--- src/verilog/i2cms_map.vh ---
// Purpose: Register map, field positions and bit timing counts of the
//          two-wire bus master sequencer.
// Assumes: Word index on the register bus, one register per 32-bit word.
// Notes:   Timing tables pack four reduction steps, one byte each.
`ifndef I2CMS_MAP_VH
`define I2CMS_MAP_VH

// ****************************************************************
// Register word indices.
// ****************************************************************
`define I2CMS_IDX_RXB 3'h0
`define I2CMS_IDX_SA 3'h1
`define I2CMS_IDX_TXB 3'h2
`define I2CMS_IDX_CTL 3'h3
`define I2CMS_IDX_MOD 3'h4
`define I2CMS_IDX_STAT 3'h5

// ****************************************************************
// Field positions and reset values.
// ****************************************************************
`define I2CMS_CTL_START 0
`define I2CMS_CTL_STOP 1
`define I2CMS_CTL_RESTART 2
`define I2CMS_CTL_ACKDRV 7
`define I2CMS_MOD_EN 0
`define I2CMS_MOD_FAST 1
`define I2CMS_MOD_DW_LO 2
`define I2CMS_MOD_DW_HI 3
`define I2CMS_MOD_SYN 4
`define I2CMS_SA_DIR 0
`define I2CMS_REG_RESET 8'h00

// ****************************************************************
// System clocks per high-speed clock period (25 MHz / 6).
// ****************************************************************
`define I2CMS_HS_DIV 3'h6

// ****************************************************************
// Phase lengths in high-speed clock periods, byte n = reduction n.
// ****************************************************************
`define I2CMS_SM_HOLD_DAT 8'h04
`define I2CMS_SM_HIGH 32'h18161412
`define I2CMS_SM_LOW 32'h1c1a1816
`define I2CMS_FM_HOLD_DAT 8'h02
`define I2CMS_FM_HIGH 32'h05050404
`define I2CMS_FM_LOW 32'h08070706
`define I2CMS_FM_SU_DAT 32'h06050504

`endif

--- src/verilog/i2cms_sync.v ---
// Purpose: Two-stage synchroniser for a level from outside the clock.
// Assumes: Input may change at any time relative to i_clk.
// Notes:   The first stage feeds only the second stage.
`timescale 1ns/1ps

// ****************************************************************
// Synchroniser module.
// ****************************************************************
module i2cms_sync
#(
  parameter RESET_VAL = 1'b1
)
(
  input wire i_clk,
  input wire i_reset_n,
  input wire i_async,
  output reg o_sync
);

  // First stage, read by the second stage alone.
  reg meta;

  // Two flops in a row settle any metastable sample.
  always @(posedge i_clk or negedge i_reset_n)
  begin
    if (!i_reset_n)
    begin
      meta <= RESET_VAL;
      o_sync <= RESET_VAL;
    end
    else
    begin
      meta <= i_async;
      o_sync <= meta;
    end
  end

endmodule // i2cms_sync

--- src/verilog/i2cms_master.v ---
// Purpose: Single-master two-wire bus sequencer with an Avalon-MM slave.
// Assumes: 25 MHz i_clk; pins are open drain with external pull-ups.
// Notes:   Bit phases are timed in high-speed clock ticks from a divider.
`timescale 1ns/1ps
`include "i2cms_map.vh"

// Functional notes
// - Start from idle gives start then address.
// - Restart plus start gives repeated start.
// - Address and direction go MSB first, ack kept.
// - Transmit byte goes MSB first, ack kept.
// - After ack, hold in wait state.
// - Line bits land in receive register.
// - Receive samples at high clock, drives ack.
// - Receive byte stored after ack; ack kept.
// - Wait entry raises interrupt request.
// - Start in wait moves next byte.
// - Stop or restart in wait chosen.
// - Stop waveform then interrupt request.
// - Mismatch sets error, byte continues.
// - Control write clears transmit error.
// - Standard mode phase counts per reduction.
// - Fast mode phase counts per reduction.
// - Lines only pulled low or released.
// - Address bit zero selects direction.
// - Mode bit selects standard or fast.
// - Two bits select speed reduction.
// - Disabled block ignores start, clears registers.
module i2cms_master
(
  input wire i_clk,
  input wire i_reset_n,
  input wire [2:0] i_avs_address,
  input wire i_avs_read,
  input wire i_avs_write,
  input wire [31:0] i_avs_writedata,
  input wire [3:0] i_avs_byteenable,
  output reg [31:0] o_avs_readdata,
  output wire o_avs_waitrequest,
  input wire i_sda,
  output wire o_sda_out,
  output reg o_sda_oe,
  input wire i_scl,
  output wire o_scl_out,
  output reg o_scl_oe,
  output reg o_controller_interrupt
);

  // ****************************************************************
  // Sequencer states.
  // ****************************************************************
  localparam S_IDLE = 4'h0;
  localparam S_ST_SU = 4'h1;
  localparam S_ST_HD = 4'h2;
  localparam S_B_HD = 4'h3;
  localparam S_B_SU = 4'h4;
  localparam S_B_HI = 4'h5;
  localparam S_WAIT = 4'h6;
  localparam S_SP_SU = 4'h7;
  localparam S_SP_HI = 4'h8;
  localparam S_SP_BUF = 4'h9;
  localparam S_RS_LO = 4'ha;

  reg rst_meta; // First reset release stage.
  reg rst_n; // Synchronised reset used by all logic.
  wire sda_s; // Synchronised data line.
  wire scl_s; // Synchronised clock line.
  reg [2:0] div_cnt; // High-speed clock divider.
  reg hs_tick; // One-cycle high-speed clock enable.
  reg [7:0] target_address_reg; // Address and direction.
  reg [7:0] transmit_byte_reg; // Byte to send.
  reg [7:0] receive_byte_reg; // Byte seen on the line.
  reg [7:0] mode_reg; // Enable, speed and reduction.
  reg start_request_bit; // Communication active.
  reg ack_drive_value; // Ack level sent after reception.
  reg ack_received_bit; // Last ack on the line.
  reg transmit_error_flag; // Sent bit differed from line.
  reg bus_busy_flag; // Between start and stop.
  reg [3:0] state; // Sequencer state.
  reg [7:0] cnt; // Remaining ticks of the phase.
  reg [8:0] shreg; // Outgoing bits, ack bit last.
  reg [8:0] rx_shift; // Incoming bits, ack bit last.
  reg [3:0] bitcnt; // Bits done in the byte.
  reg rx_phase; // Current byte is read from the slave.
  reg dir_rd; // Direction latched at the address.
  reg hold_low; // Level held during data hold time.
  reg rd_ack; // Read answer ready.
  reg sda_pull; // Combinational data line pull.
  reg scl_pull; // Combinational clock line pull.
  wire en; // Block enable.
  wire [1:0] dw; // Speed reduction code.
  wire wr; // Register write strobe.
  wire wr_ctl; // Control register write.
  wire phase_ok; // Phase may count down.
  wire done; // Current phase finished.
  wire drove_bit; // This bit position was ours.

  // ****************************************************************
  // Reset release and pin synchronisers.
  // ****************************************************************

  // Reset asserts at once and releases after two clock edges.
  always @(posedge i_clk or negedge i_reset_n)
  begin
    if (!i_reset_n)
    begin
      rst_meta <= 1'b0;
      rst_n <= 1'b0;
    end
    else
    begin
      rst_meta <= 1'b1;
      rst_n <= rst_meta;
    end
  end

  // Data line into the clock domain.
  i2cms_sync #(.RESET_VAL(1'b1)) u_sync_sda
  (
    .i_clk(i_clk),
    .i_reset_n(rst_n),
    .i_async(i_sda),
    .o_sync(sda_s)
  );

  // Clock line into the clock domain.
  i2cms_sync #(.RESET_VAL(1'b1)) u_sync_scl
  (
    .i_clk(i_clk),
    .i_reset_n(rst_n),
    .i_async(i_scl),
    .o_sync(scl_s)
  );

  // ****************************************************************
  // High-speed clock enable.
  // ****************************************************************

  // Divider gives one enable pulse per high-speed period.
  always @(posedge i_clk or negedge rst_n)
  begin
    if (!rst_n)
    begin
      div_cnt <= 3'h0;
      hs_tick <= 1'b0;
    end
    else if (div_cnt == `I2CMS_HS_DIV - 3'h1)
    begin
      div_cnt <= 3'h0;
      hs_tick <= 1'b1;
    end
    else
    begin
      div_cnt <= div_cnt + 3'h1;
      hs_tick <= 1'b0;
    end
  end

  // ****************************************************************
  // Phase lengths.
  // ****************************************************************
  assign en = mode_reg[`I2CMS_MOD_EN];
  assign dw = mode_reg[`I2CMS_MOD_DW_HI:`I2CMS_MOD_DW_LO];

  // Length of a state in high-speed periods for the current mode.
  function [7:0] plen;
    input [3:0] st;
    input fast;
    input [1:0] red;
    reg [7:0] hi;
    reg [7:0] lo;
    reg [7:0] hd;
    reg [7:0] su;
    reg [31:0] hiw; // High table moved to the selected byte.
    reg [31:0] low; // Low table moved to the selected byte.
    reg [31:0] suw; // Fast setup table moved to the selected byte.
    begin
      // Shift the packed table, then keep the lowest byte on purpose.
      hiw = (fast ? `I2CMS_FM_HIGH : `I2CMS_SM_HIGH) >> {red, 3'h0};
      low = (fast ? `I2CMS_FM_LOW : `I2CMS_SM_LOW) >> {red, 3'h0};
      suw = `I2CMS_FM_SU_DAT >> {red, 3'h0};
      hi = hiw[7:0];
      lo = low[7:0];
      hd = fast ? `I2CMS_FM_HOLD_DAT : `I2CMS_SM_HOLD_DAT;
      su = fast ? suw[7:0] : hi;
      case (st)
        S_ST_SU: plen = lo; // Restart setup.
        S_ST_HD: plen = hi; // Start hold.
        S_B_HD: plen = hd; // Data hold after falling clock.
        S_B_SU: plen = su; // Data setup.
        S_B_HI: plen = hi; // Clock high.
        S_SP_SU: plen = su; // Data low before clock rises.
        S_SP_HI: plen = hi; // Stop setup.
        S_SP_BUF: plen = lo; // Bus free time.
        S_RS_LO: plen = su; // Release data before restart.
        default: plen = 8'h01;
      endcase
    end
  endfunction

  // Bit and stop clock-high phases wait for the line really to be high; start setup and hold do not.
  assign phase_ok = ~(state == S_B_HI || state == S_SP_HI) | scl_s;
  assign done = hs_tick & phase_ok & (cnt <= 8'h01);
  assign drove_bit = (bitcnt < 4'h8) ? ~rx_phase : rx_phase;
  assign wr = i_avs_write & i_avs_byteenable[0];
  assign wr_ctl = wr & (i_avs_address == `I2CMS_IDX_CTL);

  // ****************************************************************
  // Register bus.
  // ****************************************************************

  // Reads wait one cycle for the registered answer; writes do not.
  assign o_avs_waitrequest = i_avs_read & ~rd_ack;

  // Read data register; unmapped words read as zero.
  always @(posedge i_clk or negedge rst_n)
  begin
    if (!rst_n)
    begin
      rd_ack <= 1'b0;
      o_avs_readdata <= 32'h0;
    end
    else if (i_avs_read & ~rd_ack)
    begin
      rd_ack <= 1'b1;
      case (i_avs_address)
        `I2CMS_IDX_RXB: o_avs_readdata <= {24'h0, receive_byte_reg};
        `I2CMS_IDX_SA: o_avs_readdata <= {24'h0, target_address_reg};
        `I2CMS_IDX_TXB: o_avs_readdata <= {24'h0, transmit_byte_reg};
        `I2CMS_IDX_CTL: o_avs_readdata <= {24'h0, ack_drive_value,
          6'h00, start_request_bit};
        `I2CMS_IDX_MOD: o_avs_readdata <= {24'h0, mode_reg};
        `I2CMS_IDX_STAT: o_avs_readdata <= {29'h0, transmit_error_flag,
          ack_received_bit, bus_busy_flag};
        default: o_avs_readdata <= 32'h0;
      endcase
    end
    else
    begin
      rd_ack <= 1'b0;
    end
  end

  // Mode register stays writable while the block is disabled.
  always @(posedge i_clk or negedge rst_n)
  begin
    if (!rst_n)
    begin
      mode_reg <= `I2CMS_REG_RESET;
    end
    else if (wr && i_avs_address == `I2CMS_IDX_MOD)
    begin
      mode_reg <= {3'h0, i_avs_writedata[4:0]};
    end
  end

  // ****************************************************************
  // Sequencer and remaining registers.
  // ****************************************************************

  // Disable holds every other register except rx_shift and dir_rd at its reset value.
  always @(posedge i_clk or negedge rst_n)
  begin
    if (!rst_n)
    begin
      target_address_reg <= `I2CMS_REG_RESET;
      transmit_byte_reg <= `I2CMS_REG_RESET;
      receive_byte_reg <= `I2CMS_REG_RESET;
      start_request_bit <= 1'b0;
      ack_drive_value <= 1'b0;
      ack_received_bit <= 1'b0;
      transmit_error_flag <= 1'b0;
      bus_busy_flag <= 1'b0;
      state <= S_IDLE;
      cnt <= 8'h00;
      shreg <= 9'h1ff;
      rx_shift <= 9'h000;
      bitcnt <= 4'h0;
      rx_phase <= 1'b0;
      dir_rd <= 1'b0;
      hold_low <= 1'b0;
      o_controller_interrupt <= 1'b0;
    end
    else if (!en)
    begin
      target_address_reg <= `I2CMS_REG_RESET;
      transmit_byte_reg <= `I2CMS_REG_RESET;
      receive_byte_reg <= `I2CMS_REG_RESET;
      start_request_bit <= 1'b0;
      ack_drive_value <= 1'b0;
      ack_received_bit <= 1'b0;
      transmit_error_flag <= 1'b0;
      bus_busy_flag <= 1'b0;
      state <= S_IDLE;
      cnt <= 8'h00;
      shreg <= 9'h1ff;
      bitcnt <= 4'h0;
      rx_phase <= 1'b0;
      hold_low <= 1'b0;
      o_controller_interrupt <= 1'b0;
    end
    else
    begin
      o_controller_interrupt <= 1'b0;
      if (cnt != 8'h00 && hs_tick && phase_ok)
      begin
        cnt <= cnt - 8'h01;
      end
      // Plain data registers.
      if (wr && i_avs_address == `I2CMS_IDX_SA)
      begin
        target_address_reg <= i_avs_writedata[7:0];
      end
      if (wr && i_avs_address == `I2CMS_IDX_TXB)
      begin
        transmit_byte_reg <= i_avs_writedata[7:0];
      end
      // Any control write clears the error and skips the phase step below that cycle.
      if (wr_ctl)
      begin
        transmit_error_flag <= 1'b0;
        ack_drive_value <= i_avs_writedata[`I2CMS_CTL_ACKDRV];
      end
      if (wr_ctl && i_avs_writedata[`I2CMS_CTL_STOP])
      begin
        // Stop request drops the start bit and ends after a wait.
        start_request_bit <= 1'b0;
        if (state == S_WAIT)
        begin
          state <= S_SP_SU;
          cnt <= plen(S_SP_SU, mode_reg[1], dw);
        end
      end
      else if (wr_ctl && i_avs_writedata[`I2CMS_CTL_RESTART] &&
        i_avs_writedata[`I2CMS_CTL_START] && start_request_bit)
      begin
        // Restart is only taken while communication is active.
        if (state == S_WAIT)
        begin
          state <= S_RS_LO;
          cnt <= plen(S_RS_LO, mode_reg[1], dw);
        end
      end
      else if (wr_ctl && i_avs_writedata[`I2CMS_CTL_START])
      begin
        start_request_bit <= 1'b1;
        if (state == S_IDLE && !start_request_bit)
        begin
          state <= S_ST_SU;
          cnt <= plen(S_ST_SU, mode_reg[1], dw);
        end
        else if (state == S_WAIT)
        begin
          // Next byte in the latched direction.
          state <= S_B_SU;
          cnt <= plen(S_B_SU, mode_reg[1], dw);
          rx_phase <= dir_rd;
          bitcnt <= 4'h0;
          // The ack level written with this request is the one sent.
          shreg <= dir_rd ?
            {8'hff, i_avs_writedata[`I2CMS_CTL_ACKDRV]} :
            {transmit_byte_reg, 1'b1};
        end
      end
      else if (wr_ctl)
      begin
        // Clearing the start bit aborts and releases both lines.
        start_request_bit <= 1'b0;
        state <= S_IDLE;
      end
      else if (done)
      begin
        case (state)
          S_ST_SU:
          begin
            state <= S_ST_HD;
            cnt <= plen(S_ST_HD, mode_reg[1], dw);
            bus_busy_flag <= 1'b1;
          end
          S_ST_HD:
          begin
            // Start done: address and direction follow.
            state <= S_B_HD;
            cnt <= plen(S_B_HD, mode_reg[1], dw);
            hold_low <= 1'b1;
            bitcnt <= 4'h0;
            rx_phase <= 1'b0;
            dir_rd <= target_address_reg[`I2CMS_SA_DIR];
            shreg <= {target_address_reg, 1'b1};
          end
          S_B_SU:
          begin
            state <= S_B_HI;
            cnt <= plen(S_B_HI, mode_reg[1], dw);
          end
          S_B_HI:
          begin
            // Sample the line level at the end of the high phase.
            rx_shift <= {rx_shift[7:0], sda_s};
            if (drove_bit && shreg[8] != sda_s)
            begin
              transmit_error_flag <= 1'b1;
            end
            if (bitcnt == 4'h8)
            begin
              ack_received_bit <= sda_s;
            end
            hold_low <= ~shreg[8];
            shreg <= {shreg[7:0], 1'b1};
            bitcnt <= bitcnt + 4'h1;
            state <= S_B_HD;
            cnt <= plen(S_B_HD, mode_reg[1], dw);
          end
          S_B_HD:
          begin
            if (bitcnt == 4'h9)
            begin
              // Byte and ack complete: wait for software.
              receive_byte_reg <= rx_shift[8:1];
              state <= S_WAIT;
              o_controller_interrupt <= 1'b1;
            end
            else
            begin
              state <= S_B_SU;
              cnt <= plen(S_B_SU, mode_reg[1], dw);
            end
          end
          S_RS_LO:
          begin
            state <= S_ST_SU;
            cnt <= plen(S_ST_SU, mode_reg[1], dw);
          end
          S_SP_SU:
          begin
            state <= S_SP_HI;
            cnt <= plen(S_SP_HI, mode_reg[1], dw);
          end
          S_SP_HI:
          begin
            state <= S_SP_BUF;
            cnt <= plen(S_SP_BUF, mode_reg[1], dw);
            bus_busy_flag <= 1'b0;
          end
          S_SP_BUF:
          begin
            state <= S_IDLE;
            o_controller_interrupt <= 1'b1;
          end
          default:
          begin
            state <= state;
          end
        endcase
      end
    end
  end

  // ****************************************************************
  // Open-drain line drive.
  // ****************************************************************

  // Which line each state pulls low.
  always @*
  begin
    sda_pull = 1'b0;
    scl_pull = 1'b1;
    case (state)
      S_IDLE: scl_pull = 1'b0;
      S_ST_SU: scl_pull = 1'b0;
      S_ST_HD:
      begin
        sda_pull = 1'b1;
        scl_pull = 1'b0;
      end
      S_B_HD: sda_pull = hold_low;
      S_B_SU: sda_pull = ~shreg[8];
      S_B_HI:
      begin
        sda_pull = ~shreg[8];
        scl_pull = 1'b0;
      end
      S_SP_SU: sda_pull = 1'b1;
      S_SP_HI:
      begin
        sda_pull = 1'b1;
        scl_pull = 1'b0;
      end
      S_SP_BUF: scl_pull = 1'b0;
      default: sda_pull = 1'b0;
    endcase
  end

  // Pins only ever pull low; a high level is left to the pull-up.
  assign o_sda_out = 1'b0;
  assign o_scl_out = 1'b0;

  // Registered enables keep the pins free of glitches.
  always @(posedge i_clk or negedge rst_n)
  begin
    if (!rst_n)
    begin
      o_sda_oe <= 1'b0;
      o_scl_oe <= 1'b0;
    end
    else
    begin
      o_sda_oe <= sda_pull;
      o_scl_oe <= scl_pull;
    end
  end

endmodule // i2cms_master

--- config.mk ---
export PLATFORM = sky130hd
export DESIGN_NAME = i2cms_master
export DESIGN_NICKNAME = d
export VERILOG_FILES = /design/src/verilog/i2cms_sync.v /design/src/verilog/i2cms_master.v
export VERILOG_INCLUDE_DIRS = /design/src /design/src/verilog
export SDC_FILE = /design/constraint.sdc
export NUM_CORES = 1
export LEC_CHECK = 0
export BUFFER_PORTS_ARGS = -buffer_cell sky130_fd_sc_hd__buf_2
export CORE_MARGIN = 2
export CORE_UTILIZATION = 59
export CTS_BUF_LIST = sky130_fd_sc_hd__clkbuf_4
export CTS_CLUSTER_DIAMETER = 80
export DETAILED_ROUTE_END_ITERATION = 12
export GPL_ROUTABILITY_DRIVEN = 0
export PLACE_DENSITY = 0.82
export SYNTH_ARGS = -nofsm -noshare
export SYNTH_HDL_FRONTEND = slang
export SYNTH_SLANG_ARGS = --single-unit
--- constraint.sdc ---
create_clock -name i_clk -period 3.4 [get_ports i_clk]
set_clock_uncertainty 0.15 [all_clocks]
set_input_delay 0.68 -clock i_clk [delete_from_list [all_inputs] [get_ports i_clk]]
set_output_delay 0.68 -clock i_clk [all_outputs]
set_load 0.01 [all_outputs]
==> results.md, run 1 <==
- Global routing consumed, over all layers together, 26.7% of the routing resources.
- TritonCTS built the clock tree.
- For this block, the routed nets add up to 12,600 um of wire.
- On the critical path the largest part of the delay comes from simple AND/OR/NAND/NOR gates.
- The sequential cell fraction of total power is 54.8%.
- The starting density of the core is 61.4%.
- Setup slack on the worst reg-to-reg path comes out at 0.53 ns.
- The utilization after layout is roughly two thirds.
- The synthesized design contains 0 enable-type register cells.
- The number of placement rows is 34.
- The clock tree root buffer cell is sky130_fd_sc_hd__clkbuf_4.
- The combined buffer and inverter count along the critical path is 1.
- The number of antenna violations at the first check in global routing was 0.
- Before antenna repair, the detailed router went through 6 iterations.
- The longest clock path from root to sink contains 2 buffers.
- The final period utilization is a little over four fifths.
- STA classifies the critical path startpoint as a flop.
- The number of global-route vias before repair is 4,317.
- In this run the static leakage power is 2.53 nW.
- Clock latency on the worst-skew pair, taken at its later pin, is 0.49 ns.
- The type of the tightest min-delay check is primary input to flop.
- The via count is about 4,500.
- The final critical delay including setup and external delays is 2.87 ns.
- In the post-synthesis netlist, the biggest area contributors are sky130_fd_sc_hd__dfrtp_1 (37%), sky130_fd_sc_hd__dfstp_2 (6.3%), sky130_fd_sc_hd__nand2_1 (4.7%).
- The critical path is of the flop to flop type.
- The final non-filler cell total is between 700 and 800.
- Entering global routing, the biggest net connects 52 pins.
- Among all cell types in the netlist, the one instantiated most often is sky130_fd_sc_hd__dfrtp_1.
- IR analysis of the VDD net gives a maximum drop of 0.000183 V.
- The ratio of total power to cell area is 418 nW/um^2.
- The fraction of layout cells with a size suffix above 1 is 18.0%.
- After synthesis the netlist holds a flip-flop and latch count of 93.
- The critical path goes through inv_1 -> ha_1 -> o2111ai_1 -> nand2b_1 -> nor4_4 -> mux2_2.
- The tool flagged a number of max-cap violations equal to 0.
- The diode insertion count for antenna repair is 0.
- The first-iteration detailed-routing DRC count is between 500 and 600.
- For this run, the post-layout net count is 667.
- The fraction of power spent switching nets is 34.9%.
- Of the total power, the clock network draws 25.6%.
- Summing the sequential cell areas from Yosys gives 43.4% of the chip area.
- Setup repair after global routing left no endpoint under its margin.
- The count of cell types in the netlist is 69.
- The flow ran to the end, and the final reports show no timing, DRC or antenna violations.
- The largest fanout on the critical path is 9.
- For this run, the number of Yosys warnings is 0.
- In the final layout, the registers with the most flip-flops are rx_shift (9), shreg (9).
- The commonest cells after synthesis are sky130_fd_sc_hd__dfrtp_1 (80), sky130_fd_sc_hd__nand2_1 (68), sky130_fd_sc_hd__nor2_1 (45).
- The most area-hungry cell type in the Yosys netlist is sky130_fd_sc_hd__dfrtp_1.
- In this run the cell area measured after placement is 5600 um^2.
- After detailed routing, the number of remaining DRC violations is 0.
- The finished cells cover 5750 um^2.
- The number of input and output port buffers inserted is 29.
- Detailed placement ended at an HPWL of 9130 um.
- The transition at the pin with the smallest max-transition slack is ~0.82 ns.
- The final count of hold timing violations is 0.
- Of the post-synthesis cell area, the dominant cell type holds 37.1%.
- Using the TritonRoute via totals, the vias-per-cell ratio works out to between 6 and 7.
- For this run, asynchronously set or reset flops after synthesis account for 100%.
- The kind of end point of the critical path is a flop.
- At the worst endpoint, the arrival time is 3.09 ns.
- In this run the tightest slew margin relative to its limit is 45.0%.
- For this run, the top clock speed supported by timing is between 300 and 400 MHz.
- The die outline height is about 100 um.
- The worst hold margin is 0.135 ns.
- The synthesized netlist occupies a cell area of 5400 um^2.
- Setup violations remaining at the end of the flow were counted as 0.
- The total I/O pin count is 83.
- Of the total power, combinational logic draws 19.7%.
- The clock buffer count from CTS is 9.
- In this run the mean area of a mapped cell was 9.27 um^2.
- Data on the critical path is required at its endpoint by 3.63 ns.
- The region available for standard cell placement spans roughly 8800 um^2.
- The net switching power is 0.000839 W.
- The first global-routing pass estimated approximately 21,000 um of wire.
- The growth of design area from synthesis to finish is 6.48%.
- The number of sinks driven by the clock tree is 93.
- The die covers 9940 um^2.
- Once detail routing completed, the nets flagged for antenna violations numbered 0.
- The number of H-tree levels is 3.
- For this run the aggregate overflow at the end of global routing stands at 0.
- The internal portion of total power is 0.00156 W.
- The clock-pin slew on the worst setup and hold paths is 0.15 ns.
- The top flip-flop cell by instance count after synthesis is sky130_fd_sc_hd__dfrtp_1.
- The number of placed instances, taps included, is just over 700.
- The cell with the biggest individual delay on the critical path is sky130_fd_sc_hd__nor4_4.
- The delay contributed by the slowest stage of the critical path is 0.61 ns.
- Synthesis produced approximately 600 cells.
- From left edge to right edge, the die measures 99.7 um.
- The total negative slack is 0 ns.
- The detailed-route wire length per cell is roughly 17 um.
- The final max-slew violation count is 0.
- Once the clock tree was built, the setup fixing pass inserted 0 buffers.
-- layer usage --
| metal | GRT usage (%) | wire length, um | vias up |
|---|---|---|---|
| met2 | 41.9 | 5890 | 210 |
| li1 | - | - | 2093 |
| met1 | 38.6 | 5630 | 2196 |
| met5 | 0 | 0 | - |
| met4 | 8.85 | 255 | 0 |
| met3 | 3.65 | 859 | 28 |
-- power by group through the flow --
stage	sequential, W	combinational [W]	clock [W]
2_1_floorplan	0.00131	0.000367	0
3_3_place_gp	0.00133	0.000442	0
4_1_cts	0.00131	0.000465	0.000624
6_report	0.00132	0.000473	0.000615
3_5_place_dp	0.00133	0.000464	0
5_1_grt	0.00133	0.000524	0.000674
-- layout by cell type, fill, tap and decap left out, types with 22 or more instances in the layout --
cell and instances:
sky130_fd_sc_hd__a21oi_1 32, sky130_fd_sc_hd__nand3_1 33, sky130_fd_sc_hd__nor2_1 45, sky130_fd_sc_hd__buf_2 29, sky130_fd_sc_hd__o21ai_0 30, sky130_fd_sc_hd__dfrtp_1 79, sky130_fd_sc_hd__nand2_1 68, sky130_fd_sc_hd__conb_1 27
sky130_fd_sc_hd__mux2i_1 23, sky130_fd_sc_hd__buf_4 22
-- kinds of logic (layout without fill, tap and decap cells) --
group	after synthesis	in the layout	synth area share, %
buf+inv	79	86	7.62
mux	38	38	7.80
fa+ha+maj	12	12	2.78
other cells	2	27	0.139
simple gates	215	215	20.0
flops	93	93	43.4
compound gates	132	132	16.3
xor+xnor	12	12	1.95
-- timing repair --
action                    CTS  global route
hold buffers                1             0
gates resized for setup     0             0
hold endpoints to repair    2             0
-- per-stage QoR --
step / total power [W] / worst slack, ns
detailed placement: 0.00180 / 0.544
finish: 0.00240 / 0.532
CTS: 0.00240 / 0.544
global placement: 0.00177 / 0.613
floorplan: 0.00167 / 0.490
global route: 0.00253 / 0.346
-- worst paths after layout --
check | startpoint | end | cells past startpoint
worst min register to register | rst_n | transmit_byte_reg[1] | 0
worst max-delay path | cnt[0] | rx_shift[0] | 6
worst min-delay path | i_sda | u_sync_sda.meta | 1
worst max register to register | cnt[0] | rx_shift[0] | 6
min in group asynchronous | rst_n | transmit_byte_reg[1] | 0
max in group asynchronous | rst_n | u_sync_sda.o_sync | 1
-- area by class of cell --
cell class / instances / area, um^2
inverters: 18 / 67.6
clock buffers: 9 / 67.6
well taps: 108 / 135
multi-input cells: 436 / 2740
clock inverters: 7 / 73.8
repair buffers: 52 / 320
flip-flops and latches: 93 / 2350
fillers: 689 / 3050
(Power assumes the default switching activity.)
==> run 2, diff against run 1 <==
--- a/config.mk
+++ b/config.mk
@@ -8,12 +8,12 @@
 export LEC_CHECK = 0
 export BUFFER_PORTS_ARGS = -buffer_cell sky130_fd_sc_hd__buf_2
 export CORE_MARGIN = 2
-export CORE_UTILIZATION = 59
+export CORE_UTILIZATION = 54
 export CTS_BUF_LIST = sky130_fd_sc_hd__clkbuf_4
 export CTS_CLUSTER_DIAMETER = 80
 export DETAILED_ROUTE_END_ITERATION = 12
 export GPL_ROUTABILITY_DRIVEN = 0
-export PLACE_DENSITY = 0.82
+export PLACE_DENSITY = 0.79
 export SYNTH_ARGS = -nofsm -noshare
 export SYNTH_HDL_FRONTEND = slang
 export SYNTH_SLANG_ARGS = --single-unit
==> constraint.sdc (replaced) <==
create_clock -name i_clk -period 2.6 [get_ports i_clk]
set_clock_uncertainty 0.15 [all_clocks]
set_input_delay 0.52 -clock i_clk [delete_from_list [all_inputs] [get_ports i_clk]]
set_output_delay 0.52 -clock i_clk [all_outputs]
set_load 0.01 [all_outputs]
==> run 2 against run 1 <==
- non-clock buffer count increased by 24
- register-to-register slack worse by 0.43 ns
- combinational power is 41% higher
- wire length rose by 2.5%
- sequential share of layout area down 1.7 points
- count of clock-buffer cells in the layout up 1
- first-iteration DRC count is 6.4% lower
- die area grew 8.9%
- total power up 29%
- critical path type unchanged
==> results.md, run 2 (synthesis results as in run 1) <==
- Status: completed (unchanged).
- The starting density of the core was 55.5% (was 61.4%).
- The utilization after layout is 61.6% (was 65.3%).
- The met1 track demand over resource is 33.9% (was 38.6%).
- The worst-case headroom to the max-slew limit is 62.7% (was 45.0%).
- The number of detailed-route iterations in the first pass was 5 (was 6).
- The most common cell after layout, fill and taps aside is sky130_fd_sc_hd__dfrtp_1 (unchanged).
- The number of placement rows came to 36 (was 34).
- The global-route layer with the greatest usage is met2 (unchanged).
- The die outline height is 104 um (was 99.7 um).
- The final period utilization is 96.1% (was 84.3%).
- The aggregate routed wire length is 12,900 um (was 12,600 um).
- The vias per cell is 5.93 (was 6.26).
- The setup-violating endpoint count in the final report is 0 (unchanged).
- The post-layout instance area is 6000 um^2 (was 5750 um^2).
- The worst voltage drop across the vdd grid was 0.000223 V (was 0.000183 V).
- The residual overflow from global routing is 0 (unchanged).
- The clock tree root buffer cell is sky130_fd_sc_hd__clkbuf_4 (unchanged).
- The area of placed instances is 5800 um^2 (was 5600 um^2).
- The number of input and output port buffers inserted is 29 (unchanged).
- The count of cells along the worst register-to-register path is 6 (unchanged).
- The detailed-route DRC error count was 0 (unchanged).
- The internal reg-to-reg setup slack is 0.10 ns (was 0.53 ns).
- The clock insertion delay at the later pin of the skew report came to 0.46 ns (was 0.49 ns).
- The via count is 4,576 (was 4,527).
- The post-detailed-route count of antenna-violating nets came to 0 (unchanged).
- Most used cells in the layout excluding fill and tap cells: sky130_fd_sc_hd__dfrtp_1 (79), sky130_fd_sc_hd__nand2_1 (68), sky130_fd_sc_hd__nor2_1 (45) (unchanged).
- The met3 routing resource usage after global routing came to 6.52% (was 3.65%).
- The die width was 104 um (was 99.7 um).
- The TritonCTS clock tree was built (unchanged).
- The number of H-tree levels was 3 (unchanged).
- The cell with the biggest individual delay on the critical path was sky130_fd_sc_hd__or4b_4 (was sky130_fd_sc_hd__nor4_4).
- The global-route track usage on met2 is 37.6% (was 41.9%).
- The endpoint of the worst register-to-register path is bitcnt[3] (was rx_shift[0]).
- The total of max-cap violations is 0 (unchanged).
- The kind of start point of the critical path is a flop (unchanged).
- The total global-route track usage is 24.8% (was 26.7%).
- The first-iteration detailed-routing DRC count is 471 (was 503).
- The delay contributed by the slowest stage of the critical path is 0.58 ns (was 0.61 ns).
- The start-to-end type of the worst setup path was flop to flop (unchanged).
- The worst hold path startpoint is i_avs_writedata[1] (was i_sda).
- The worst flop-to-flop path startpoint is state[0] (was cnt[0]).
- Worst-path cell chain: or4b_4 -> and2_4 -> o311ai_2 -> nand2b_1 -> or4_1 -> o211ai_2 (was inv_1 -> ha_1 -> o2111ai_1 -> nand2b_1 -> nor4_4 -> mux2_2).
- The placeable core region came to 9730 um^2 (was 8810 um^2).
- The total I/O pin count is 83 (unchanged).
- Setup repair after global routing missed its margin: no (unchanged).
- The largest fanout on the critical path is 5 (was 9).
- The growth of design area from synthesis to finish is 11.0% (was 6.48%).
- The type of the tightest min-delay check is primary input to flop (unchanged).
- The arrival time of the worst setup path was 2.73 ns (was 3.09 ns).
- The maximum buffer depth of the clock tree was 2 (unchanged).
- The final count of hold timing violations was 0 (unchanged).
- The total negative slack is 0 ns (unchanged).
- The number of antenna violations at the first check in global routing is 0 (unchanged).
- The die footprint is 10,800 um^2 (was 9940 um^2).
- The static leakage power is 2.66 nW (was 2.53 nW).
- The post-layout net count is 691 (was 667).
- The number of instances in the placed design is 751 (was 706).
- The final non-filler cell total was 772 (was 723).
- The largest net degree at the start of global routing is 41 (was 52).
- The fraction of layout cells with a size suffix above 1 is 21.6% (was 18.0%).
- The detailed placement HPWL came to 9560 um (was 9130 um).
- The clock-pin slew on the worst setup and hold paths is 0.16 ns (was 0.15 ns).
- The maximum operating frequency is 400 MHz (was 349 MHz).
- The global-route wire length before repair is 21,700 um (was 21,200 um).
- The instance count along the most critical hold path is 3 (was 1).
- The destination of the worst hold path is mode_reg[1] (was u_sync_sda.meta).
- The data required time at the worst endpoint is 2.83 ns (was 3.63 ns).
- The clock buffer count from CTS is 9 (unchanged).
- The final critical delay including setup and external delays came to 2.50 ns (was 2.87 ns).
- The final max-slew violation count came to 0 (unchanged).
- The count of filler cells inserted in the layout is 840 (was 689).
- The transition at the pin with the smallest max-transition slack is 0.559 ns (was 0.825 ns).
- The detailed-route wire length per cell is 16.8 um (was 17.5 um).
- The number of global-route vias before repair came to 4,512 (was 4,317).
- The number of sinks driven by the clock tree is 93 (unchanged).
- The diode insertion count for antenna repair is 0 (unchanged).
- The kind of end point of the critical path is a flop (unchanged).
- Largest registers: rx_shift (9), shreg (9) (unchanged).
- The ratio of total power to cell area is 517 nW/um^2 (was 418 nW/um^2).
run 2: cell count changes in the layout (fill, tap and decap cells not counted), sizes merged:
cell	change
clkinvlp	+1
buf	+22
inv	-2
dlygate4sd3	+2
clkbuf	+1
run 2: how the worst max path moves through the flow:
stage	startpoint	cells past startpoint	to	slack (ns)
6_report	state[0]	6	bitcnt[3]	0.10
5_1_grt	state[0]	6	bitcnt[3]	0.004
3_5_place_dp	i_avs_address[0]	9	shreg[6]	-0.03
4_1_cts	cnt[0]	8	bitcnt[2]	0.02
3_3_place_gp	cnt[2]	6	rx_shift[6]	0.08
2_1_floorplan	i_avs_address[1]	8	bitcnt[3]	0.23
run 2: where the power goes:
group / internal, W / total, W / switching (W)
clock: 0.000215 / 0.000734 / 0.000519
combinational: 0.000244 / 0.000668 / 0.000424
sequential: 0.00160 / 0.00170 / 0.0000992
run 2: metal layers:
layer,wire [um],share of wire [%]
met1,5480,42
met2,6070,47
met3,1140,8.8
met4,248,1.9
met5,0,0
run 2: area by class of cell:
class	instances	area, um^2	area share [%]
clock buffers	10	75.1	1.25
clock inverters	6	46.3	0.772
inverters	18	67.6	1.13
multi-input cells	436	2780	46.3
flip-flops and latches	93	2350	39.1
well taps	133	166	2.77
repair buffers	76	518	8.64
run 2: worst max-delay path, delay by kind of cell (launching register included):
family	cells	cell delay (ns)
compound gates	2	0.35
flops	1	0.45
simple gates	4	1.48
run 2: metrics by stage:
step / total power (W) / setup WS, ns / hold slack, ns
after global placement: 0.00234 / 0.0824 / 0.157
after global routing: 0.00327 / 0.00377 / 0.145
final: 0.00310 / 0.101 / 0.164
after floorplan: 0.00219 / 0.229 / 0.0744
after CTS: 0.00309 / 0.0154 / 0.139
after detailed placement: 0.00237 / -0.0319 / 0.158
run 2: timing repair:
item                                    4_1_cts  5_1_grt
endpoints found under the setup margin        0       31
hold buffers                                  3        0
resized for setup                             0        6
buffers inserted                              0        2
hold endpoints to repair                      4        0
